## src/logic/rpss_pkg.sv

```systemverilog
// constants and types of the ramp phase, spread and status register block
//****************************************************************************
// Summary of operation
// - power state reads as 8-bit code: 0 deep sleep, 1 sleep, 2 hi-z, 3 play.
// - mute report bit 1 is 1 while the right channel is auto-muted.
// - mute report bit 0 is 1 while the left channel is auto-muted.
// - phase bits 3:2 pick one of four ramp phases, 45 degrees apart.
// - phase bit 1 picks sync source: 0 pin, 1 internal.
// - phase bit 0 enables ramp phase sync; resets to 0.
// - spread bit 5 with manual mode selects pll clock divided by two.
// - spread bit 4 set puts spread controller in manual mode; reset automatic.
// - spread bit 1 enables random, bit 0 triangle modulation; both reset off.
// - shape bits 3:0 set triangle frequency and range, bits 6:4 dither.
//****************************************************************************
package rpss_pkg;

  //**************************************************************************
  // register indices; byte address is four times the index
  //**************************************************************************
  localparam logic [7:0] IDX_POWER_STATE  = 8'h68;
  localparam logic [7:0] IDX_MUTE_REPORT  = 8'h69;
  localparam logic [7:0] IDX_PHASE_CTRL   = 8'h6a;
  localparam logic [7:0] IDX_SPREAD_MODE  = 8'h6b;
  localparam logic [7:0] IDX_SPREAD_SHAPE = 8'h6c;
  localparam logic [7:0] IDX_IRQ_STATUS   = 8'h80;
  localparam logic [7:0] IDX_IRQ_CLEAR    = 8'h81;
  localparam logic [7:0] IDX_IRQ_ENABLE   = 8'h82;

  //**************************************************************************
  // field positions and writable masks
  //**************************************************************************
  localparam int POS_MUTE_LEFT   = 0;
  localparam int POS_MUTE_RIGHT  = 1;
  localparam int POS_SYNC_EN     = 0;
  localparam int POS_SYNC_SRC    = 1;
  localparam int POS_PHASE_LO    = 2;
  localparam int POS_TRI_EN      = 0;
  localparam int POS_RDM_EN      = 1;
  localparam int POS_MANUAL      = 4;
  localparam int POS_PRE_DIV     = 5;
  localparam int POS_TRI_LO      = 0;
  localparam int POS_DITHER_LO   = 4;

  localparam logic [7:0] MASK_PHASE_CTRL   = 8'h0f;
  localparam logic [7:0] MASK_SPREAD_MODE  = 8'h33;
  localparam logic [7:0] MASK_SPREAD_SHAPE = 8'h7f;

  //**************************************************************************
  // interrupt events
  //**************************************************************************
  localparam int N_EVENTS        = 4;
  localparam int EV_LEFT_MUTE    = 0;
  localparam int EV_RIGHT_MUTE   = 1;
  localparam int EV_STATE_CHANGE = 2;
  localparam int EV_SYNC_PULSE   = 3;

  //**************************************************************************
  // reset values
  //**************************************************************************
  localparam logic [7:0] RST_CTRL = 8'h00;
  localparam logic [3:0] RST_IRQ  = 4'h0;

  typedef enum logic [7:0]
  {
    PWR_DEEP_SLEEP = 8'h00,
    PWR_SLEEP      = 8'h01,
    PWR_HIZ        = 8'h02,
    PWR_PLAY       = 8'h03
  } rpss_power_type;

endpackage

```

## src/logic/rpss_regs.sv

```systemverilog
// apb register bank for power/mute report, ramp phase and spread control
//
// Implementation choice: register access over APB.
`timescale 1ns/10ps
module rpss_regs
  import rpss_pkg::*;
#(
  parameter int ADDR_W = 12
)
(
  input  wire logic              mclk_i,
  input  wire logic              reset_n_i,
  // apb slave
  input  wire logic              psel,
  input  wire logic              penable,
  input  wire logic              pwrite,
  input  wire logic [ADDR_W-1:0] paddr,
  input  wire logic [31:0]       pwdata,
  input  wire logic [3:0]        pstrb,
  output logic      [31:0]       prdata,
  output logic                   pready,
  output logic                   pslverr,
  // device status inputs, same clock
  input  wire logic [7:0]        power_state_code_i,
  input  wire logic              left_automute_flag_i,
  input  wire logic              right_automute_flag_i,
  input  wire logic              internal_sync_i,
  // sync pin, asynchronous
  input  wire logic              sync_pin_i,
  // ramp and spread controls, interrupt
  output logic      [1:0]        ramp_phase_o,
  output logic                   sync_source_internal_o,
  output logic                   sync_enable_o,
  output logic                   phase_sync_pulse_o,
  output logic                   spread_manual_o,
  output logic                   spread_clk_div2_o,
  output logic                   random_spread_on_o,
  output logic                   triangle_spread_on_o,
  output logic      [3:0]        triangle_setting_o,
  output logic      [2:0]        random_dither_setting_o,
  output logic                   irq_o
);

  //**************************************************************************
  // state
  //**************************************************************************
  typedef struct packed
  {
    logic [7:0]          phase_ctrl;
    logic [7:0]          spread_mode;
    logic [7:0]          spread_shape;
    logic [N_EVENTS-1:0] irq_enable;
    logic [31:0]         rdata;
    logic                slverr;
    logic [7:0]          state_prev;
    logic [1:0]          mute_prev;
    logic                pin_prev;
    logic                sync_pulse;
    logic [1:0]          mute_rpt;
    logic [7:0]          power_rpt;
  } rpss_regs_type;

  rpss_regs_type       regs_r;
  rpss_regs_type       regs_nxt;
  logic                sync_pin_s;
  logic [N_EVENTS-1:0] ev_set;
  logic [N_EVENTS-1:0] ev_clear;
  logic [N_EVENTS-1:0] ev_status;
  logic [7:0]          index;
  logic                aligned;
  logic                setup;
  logic                access;
  logic                wr_en;
  logic                sync_raw;

  //**************************************************************************
  // sync pin crossing
  //**************************************************************************
  rpss_sync2 u_sync_pin
  (
    .mclk_i    (mclk_i),
    .reset_n_i (reset_n_i),
    .async_i   (sync_pin_i),
    .sync_o    (sync_pin_s)
  );

  //**************************************************************************
  // event flags
  //**************************************************************************
  rpss_sticky #(.WIDTH(N_EVENTS)) u_events
  (
    .mclk_i    (mclk_i),
    .reset_n_i (reset_n_i),
    .set_i     (ev_set),
    .clear_i   (ev_clear),
    .enable_i  (regs_r.irq_enable),
    .status_o  (ev_status),
    .irq_o     (irq_o)
  );

  //**************************************************************************
  // bus decode
  //**************************************************************************
  assign index   = paddr[9:2];
  assign aligned = (paddr[1:0] == 2'h0) && (paddr[ADDR_W-1:10] == '0);
  assign setup   = psel && !penable;
  assign access  = psel && penable;
  assign wr_en   = access && pwrite && pstrb[0] && aligned && !regs_r.slverr;

  assign ev_clear = (wr_en && index == IDX_IRQ_CLEAR) ? pwdata[N_EVENTS-1:0] : '0;

  // pin sync uses its rising edge, internal sync is already a pulse
  assign sync_raw = regs_r.phase_ctrl[POS_SYNC_SRC] ? internal_sync_i
                                                    : (sync_pin_s && !regs_r.pin_prev);

  always_comb
  begin
    ev_set                  = '0;
    ev_set[EV_LEFT_MUTE]    = left_automute_flag_i && !regs_r.mute_prev[0];
    ev_set[EV_RIGHT_MUTE]   = right_automute_flag_i && !regs_r.mute_prev[1];
    ev_set[EV_STATE_CHANGE] = power_state_code_i != regs_r.state_prev;
    ev_set[EV_SYNC_PULSE]   = regs_r.sync_pulse;
  end

  //**************************************************************************
  // next state
  //**************************************************************************
  always_comb
  begin
    regs_nxt            = regs_r;
    regs_nxt.state_prev = power_state_code_i;
    regs_nxt.mute_prev  = {right_automute_flag_i, left_automute_flag_i};
    regs_nxt.pin_prev   = sync_pin_s;
    regs_nxt.power_rpt  = power_state_code_i;
    regs_nxt.mute_rpt[POS_MUTE_RIGHT] = right_automute_flag_i;
    regs_nxt.mute_rpt[POS_MUTE_LEFT]  = left_automute_flag_i;
    regs_nxt.sync_pulse = regs_r.phase_ctrl[POS_SYNC_EN] && sync_raw;

    // read data and error captured in the setup cycle
    if (setup)
    begin
      regs_nxt.rdata  = '0;
      regs_nxt.slverr = 1'b0;
      if (!aligned)
      begin
        regs_nxt.slverr = 1'b1;
      end
      else if (index == IDX_POWER_STATE)
      begin
        regs_nxt.rdata[7:0] = regs_r.power_rpt;
      end
      else if (index == IDX_MUTE_REPORT)
      begin
        regs_nxt.rdata[1:0] = regs_r.mute_rpt;
      end
      else if (index == IDX_PHASE_CTRL)
      begin
        regs_nxt.rdata[7:0] = regs_r.phase_ctrl;
      end
      else if (index == IDX_SPREAD_MODE)
      begin
        regs_nxt.rdata[7:0] = regs_r.spread_mode;
      end
      else if (index == IDX_SPREAD_SHAPE)
      begin
        regs_nxt.rdata[7:0] = regs_r.spread_shape;
      end
      else if (index == IDX_IRQ_STATUS)
      begin
        regs_nxt.rdata[N_EVENTS-1:0] = ev_status;
      end
      else if (index == IDX_IRQ_CLEAR)
      begin
        regs_nxt.rdata = '0;
      end
      else if (index == IDX_IRQ_ENABLE)
      begin
        regs_nxt.rdata[N_EVENTS-1:0] = regs_r.irq_enable;
      end
      else
      begin
        regs_nxt.slverr = 1'b1;
      end
    end

    // writes take effect at the access edge; reserved bits masked off
    if (wr_en)
    begin
      if (index == IDX_PHASE_CTRL)
      begin
        regs_nxt.phase_ctrl = pwdata[7:0] & MASK_PHASE_CTRL;
      end
      else if (index == IDX_SPREAD_MODE)
      begin
        regs_nxt.spread_mode = pwdata[7:0] & MASK_SPREAD_MODE;
      end
      else if (index == IDX_SPREAD_SHAPE)
      begin
        regs_nxt.spread_shape = pwdata[7:0] & MASK_SPREAD_SHAPE;
      end
      else if (index == IDX_IRQ_ENABLE)
      begin
        regs_nxt.irq_enable = pwdata[N_EVENTS-1:0];
      end
    end
  end

  always_ff @(posedge mclk_i)
  begin
    if (!reset_n_i)
    begin
      regs_r              <= '0;
      regs_r.phase_ctrl   <= RST_CTRL;
      regs_r.spread_mode  <= RST_CTRL;
      regs_r.spread_shape <= RST_CTRL;
      regs_r.irq_enable   <= RST_IRQ;
    end
    else
    begin
      regs_r <= regs_nxt;
    end
  end

  //**************************************************************************
  // outputs
  //**************************************************************************
  assign prdata  = regs_r.rdata;
  assign pready  = access;
  assign pslverr = access && regs_r.slverr;

  assign ramp_phase_o            = regs_r.phase_ctrl[POS_PHASE_LO +: 2];
  assign sync_source_internal_o  = regs_r.phase_ctrl[POS_SYNC_SRC];
  assign sync_enable_o           = regs_r.phase_ctrl[POS_SYNC_EN];
  assign phase_sync_pulse_o      = regs_r.sync_pulse;
  assign spread_manual_o         = regs_r.spread_mode[POS_MANUAL];
  assign spread_clk_div2_o       = regs_r.spread_mode[POS_MANUAL] && regs_r.spread_mode[POS_PRE_DIV];
  assign random_spread_on_o      = regs_r.spread_mode[POS_RDM_EN];
  assign triangle_spread_on_o    = regs_r.spread_mode[POS_TRI_EN];
  assign triangle_setting_o      = regs_r.spread_shape[POS_TRI_LO +: 4];
  assign random_dither_setting_o = regs_r.spread_shape[POS_DITHER_LO +: 3];

endmodule // rpss_regs

```

## src/logic/rpss_sticky.sv

```systemverilog
// sticky event flags with write-one-to-clear and enable gating
`timescale 1ns/10ps
module rpss_sticky
#(
  parameter int WIDTH = 4
)
(
  input  wire logic             mclk_i,
  input  wire logic             reset_n_i,
  input  wire logic [WIDTH-1:0] set_i,
  input  wire logic [WIDTH-1:0] clear_i,
  input  wire logic [WIDTH-1:0] enable_i,
  output logic      [WIDTH-1:0] status_o,
  output logic                  irq_o
);

  typedef struct packed
  {
    logic [WIDTH-1:0] flags;
  } rpss_sticky_type;

  rpss_sticky_type state_r;
  rpss_sticky_type state_nxt;

  always_comb
  begin
    state_nxt       = state_r;
    // set wins over a clear in the same cycle
    state_nxt.flags = (state_r.flags & ~clear_i) | set_i;
  end

  always_ff @(posedge mclk_i)
  begin
    if (!reset_n_i)
    begin
      state_r <= '0;
    end
    else
    begin
      state_r <= state_nxt;
    end
  end

  assign status_o = state_r.flags;
  assign irq_o    = |(state_r.flags & enable_i);

endmodule // rpss_sticky

```

## src/logic/rpss_sync2.sv

```systemverilog
// two-flop synchroniser for one level from outside the clock domain
`timescale 1ns/10ps
module rpss_sync2
(
  input  wire logic mclk_i,
  input  wire logic reset_n_i,
  input  wire logic async_i,
  output logic      sync_o
);

  typedef struct packed
  {
    logic first;
    logic second;
  } rpss_sync_type;

  rpss_sync_type state_r;
  rpss_sync_type state_nxt;

  always_comb
  begin
    state_nxt        = state_r;
    state_nxt.first  = async_i;
    state_nxt.second = state_r.first;
  end

  always_ff @(posedge mclk_i)
  begin
    if (!reset_n_i)
    begin
      state_r <= '0;
    end
    else
    begin
      state_r <= state_nxt;
    end
  end

  assign sync_o = state_r.second;

endmodule // rpss_sync2
```

## config.mk

```make
export PLATFORM = sky130hd
export DESIGN_NAME = rpss_regs
export DESIGN_NICKNAME = d
export VERILOG_FILES = /design/src/logic/rpss_pkg.sv /design/src/logic/rpss_regs.sv /design/src/logic/rpss_sticky.sv /design/src/logic/rpss_sync2.sv
export SDC_FILE = /design/constraint.sdc
export NUM_CORES = 1
export LEC_CHECK = 0
export BUFFER_PORTS_ARGS = -buffer_cell sky130_fd_sc_hd__buf_2
export CAP_MARGIN = 20
export CORE_MARGIN = 2
export CORE_UTILIZATION = 25
export DETAILED_ROUTE_END_ITERATION = 16
export MAX_ROUTING_LAYER = met4
export PLACE_DENSITY = 0.55
export SYNTH_ARGS = -nofsm -noshare
export SYNTH_HDL_FRONTEND = slang
export SYNTH_SLANG_ARGS = --single-unit
```

## constraint.sdc

```tcl
create_clock -name mclk_i -period 1.5 [get_ports mclk_i]
set_input_delay 0.075 -clock mclk_i [delete_from_list [all_inputs] [get_ports mclk_i]]
set_output_delay 0.075 -clock mclk_i [all_outputs]
set_load 0.02 [all_outputs]
```

==> results.cfg <==
[status]
status = completed

[drt]
drc = 0
ant_nets = 0
drt_wl_total_um = 7630
dr.pass1.iters = 4
via_count = 2480
wire_per_inst_um = 14.4
drt-initial-drc-count = 133
vias_per_cell = 4.68

[layout]
final_common_cell = buf_2
multi_input_area_um2 = 1390
final_area_um2 = 3330
antenna_cells = 0
final_cell_mix = 63 x buf_2, 45 x dfxtp_1, 31 x buf_4
final_cells = 530
area_growth_pct = 27.2
layout-drive-gt1-share = 0.299
fill_cells = 1093
layout.nets = 458
layout.area.seq_um2 = 922

[sta]
fmax_ghz = 0.673
finalHoldViolCount = 0
min_period_ps = 1490
finalCritPeriodShare = 0.991
rsz0062_at_grt = yes
slew_violations = 0
finalSetupViolCount = 0
layout_setup_ws_ps = 13.6
skew_ps = 14.3

[cts]
cts_max_level = 2
cts.path.max_buffers = 2
clk_pin_slew_ps = 100
cts_sinks = 46
clock_latency_ps = 310
cts_tree = done
clock-root-buffer = clkbuf_8
numCtsBuffers = 5

[floorplanning]
die_h_um = 106
die_x_um = 106
ios = 116
dieArea_um2 = 11300
start_util = 0.256
fp.coreArea_um2 = 10200
num_rows = 37

[global_routing]
antenna_found_initial = 0
first_global_vias = 2436
grt_use_total = 0.140
grt_start_max_net_pins = 30
grt_first_pass_wirelength_um = 12100
grt_overflow_total = 0

[setup_path]
setup.worst_path.class = reg -> reg
slowest_delay_ps = 420
crit_fanout = 2
crit_required_ps = 1730
end_kind = flip-flop
start_kind = flip-flop
critPathSlowestCell = or4bb_1
worstPathCellList = or4bb_1 -> a211oi_2 -> o22ai_2 -> a221oi_2
worstPathArrival_ps = 1720

[power]
p_leak_nw = 1.36
powerDensity_nw_per_um2 = 822
total_power_w = 0.00274
vdd_drop_max_uv = 387

[yosys]
synth_seq_cells = 46
synth_flop_cell = dfxtp_1
syn_inst = 314
syn_area_um2 = 2620
async_reset_ff_frac = 0
synthDistinctLibCells = 49
synth-edff-count = 0
yosysWarnings = 0
ys_seq_area_frac = 0.352
postSynthAreaPerCell_um2 = 8.34

[flow_run]
max_cap_violations = 0

[placement]
post_dp_cell_area_um2 = 3030
dp_slack_ps = -208
port_buffers = 63
dp_cells = 508
dp_hpwl_um = 5850
globalplace.congestion = 0.864

[min_path]
hold_path_class = in -> reg
cells by family after synthesis:
logic type / share of synthesized area
buffers and inverters: 0.160
muxes: 0.00765
AOI/OAI and AO/OA: 0.189
xor gates and xnor gates: 0.0268
DFF: 0.352
and+or+nand+nor: 0.263
other: 0.00143
Yosys cell counts, types with 3 or more instances:
cell type  count  area [um^2]
dfxtp_1       46          921
buf_4         41          308
a21oi_1       27          135
o21ai_1       20          100
nand3_1       16         80.1
nand4_1       16          100
and2_1        15         93.8
nand2_1       13         48.8
nor2_1        12         45.0
clkbuf_1       8         30.0
xor2_1         8         70.1
a22oi_1        7         52.6
nor2b_1        6         37.5
o21ai_0        6         30.0
buf_2          5         25.0
nand2b_1       5         31.3
a31oi_1        4         25.0
inv_1          4         15.0
a221oi_1       3         26.3
buf_6          3         33.8
nor4_1         3         18.8
or4_4          3         33.8
layout make-up:
| type | count | area share |
|---|---|---|
| timing repair buffer | 108 | 0.210 |
| sequential | 46 | 0.277 |
| clock buffer | 5 | 0.0207 |
| clock inverter | 3 | 0.0207 |
| tap | 136 | 0.0511 |
| multi-input combinational | 228 | 0.416 |
| inverter | 4 | 0.00451 |
worst max-delay path: cells and delay by family, from the launching register on:
family,cells,cell delay (ps)
flip-flops,1,360
AND/OR/NAND/NOR,1,420
AO/OA/AOI/OAI,3,640
worst paths after layout:
| kind | cells past startpoint | to | slack [ps] | from |
|---|---|---|---|---|
| worst min-delay path | 3 | random_dither_setting_o[0] | 20 | pwdata[4] |
| worst max-delay path | 4 | prdata[0] | 10 | triangle_setting_o[0] |
| worst min register to register | 1 | u_sync_pin.sync_o | 450 | u_sync_pin.state_nxt[0] |
| worst max register to register | 4 | prdata[0] | 10 | triangle_setting_o[0] |
timing repair:
item / 4_1_cts / 5_1_grt
gates resized for setup: 2 / 3
hold buffers: 13 / 0
pin swaps: 1 / 2
endpoints found under the hold margin: 13 / 0
setup endpoints to repair: 2 / 2
buffers inserted: 0 / 1
routing by layer:
metal,track usage,vias to the layer above,wire [um]
li1,-,1227,-
met1,0.168,1173,3370
met2,0.235,75,3760
met3,0.0307,5,425
met4,0.0442,0,85
met5,-,-,0
sequential cells by signal, indices dropped and copies added (netlist names):
register	flops
triangle_spread_on_o	1
phase_sync_pulse_o	1
triangle_setting_o	4
u_sync_pin.sync_o	1
u_events.status_o	4
u_sync_pin.state_nxt	1
random_dither_setting_o	3
regs_r	17
spread_manual_o	1
sync_enable_o	1
random_spread_on_o	1
sync_source_internal_o	1
prdata	8
ramp_phase_o	2
power by group:
part	internal [W]	switching, W
clock	0.000668	0.000456
sequential	0.00125	0.0000160
combinational	0.000142	0.000209
per-stage QoR:
step / util / setup TNS [ps] / hold WS [ps]
after floorplan: - / 0 / 197
after global placement: 0.296 / -2330 / 284
after detailed placement: 0.296 / -2820 / 288
after CTS: 0.323 / 0 / 13.9
after global routing: 0.325 / -29.8 / 19.2
final: 0.325 / 0 / 17.8
Note: power is estimated with default switching activity, not from simulation.
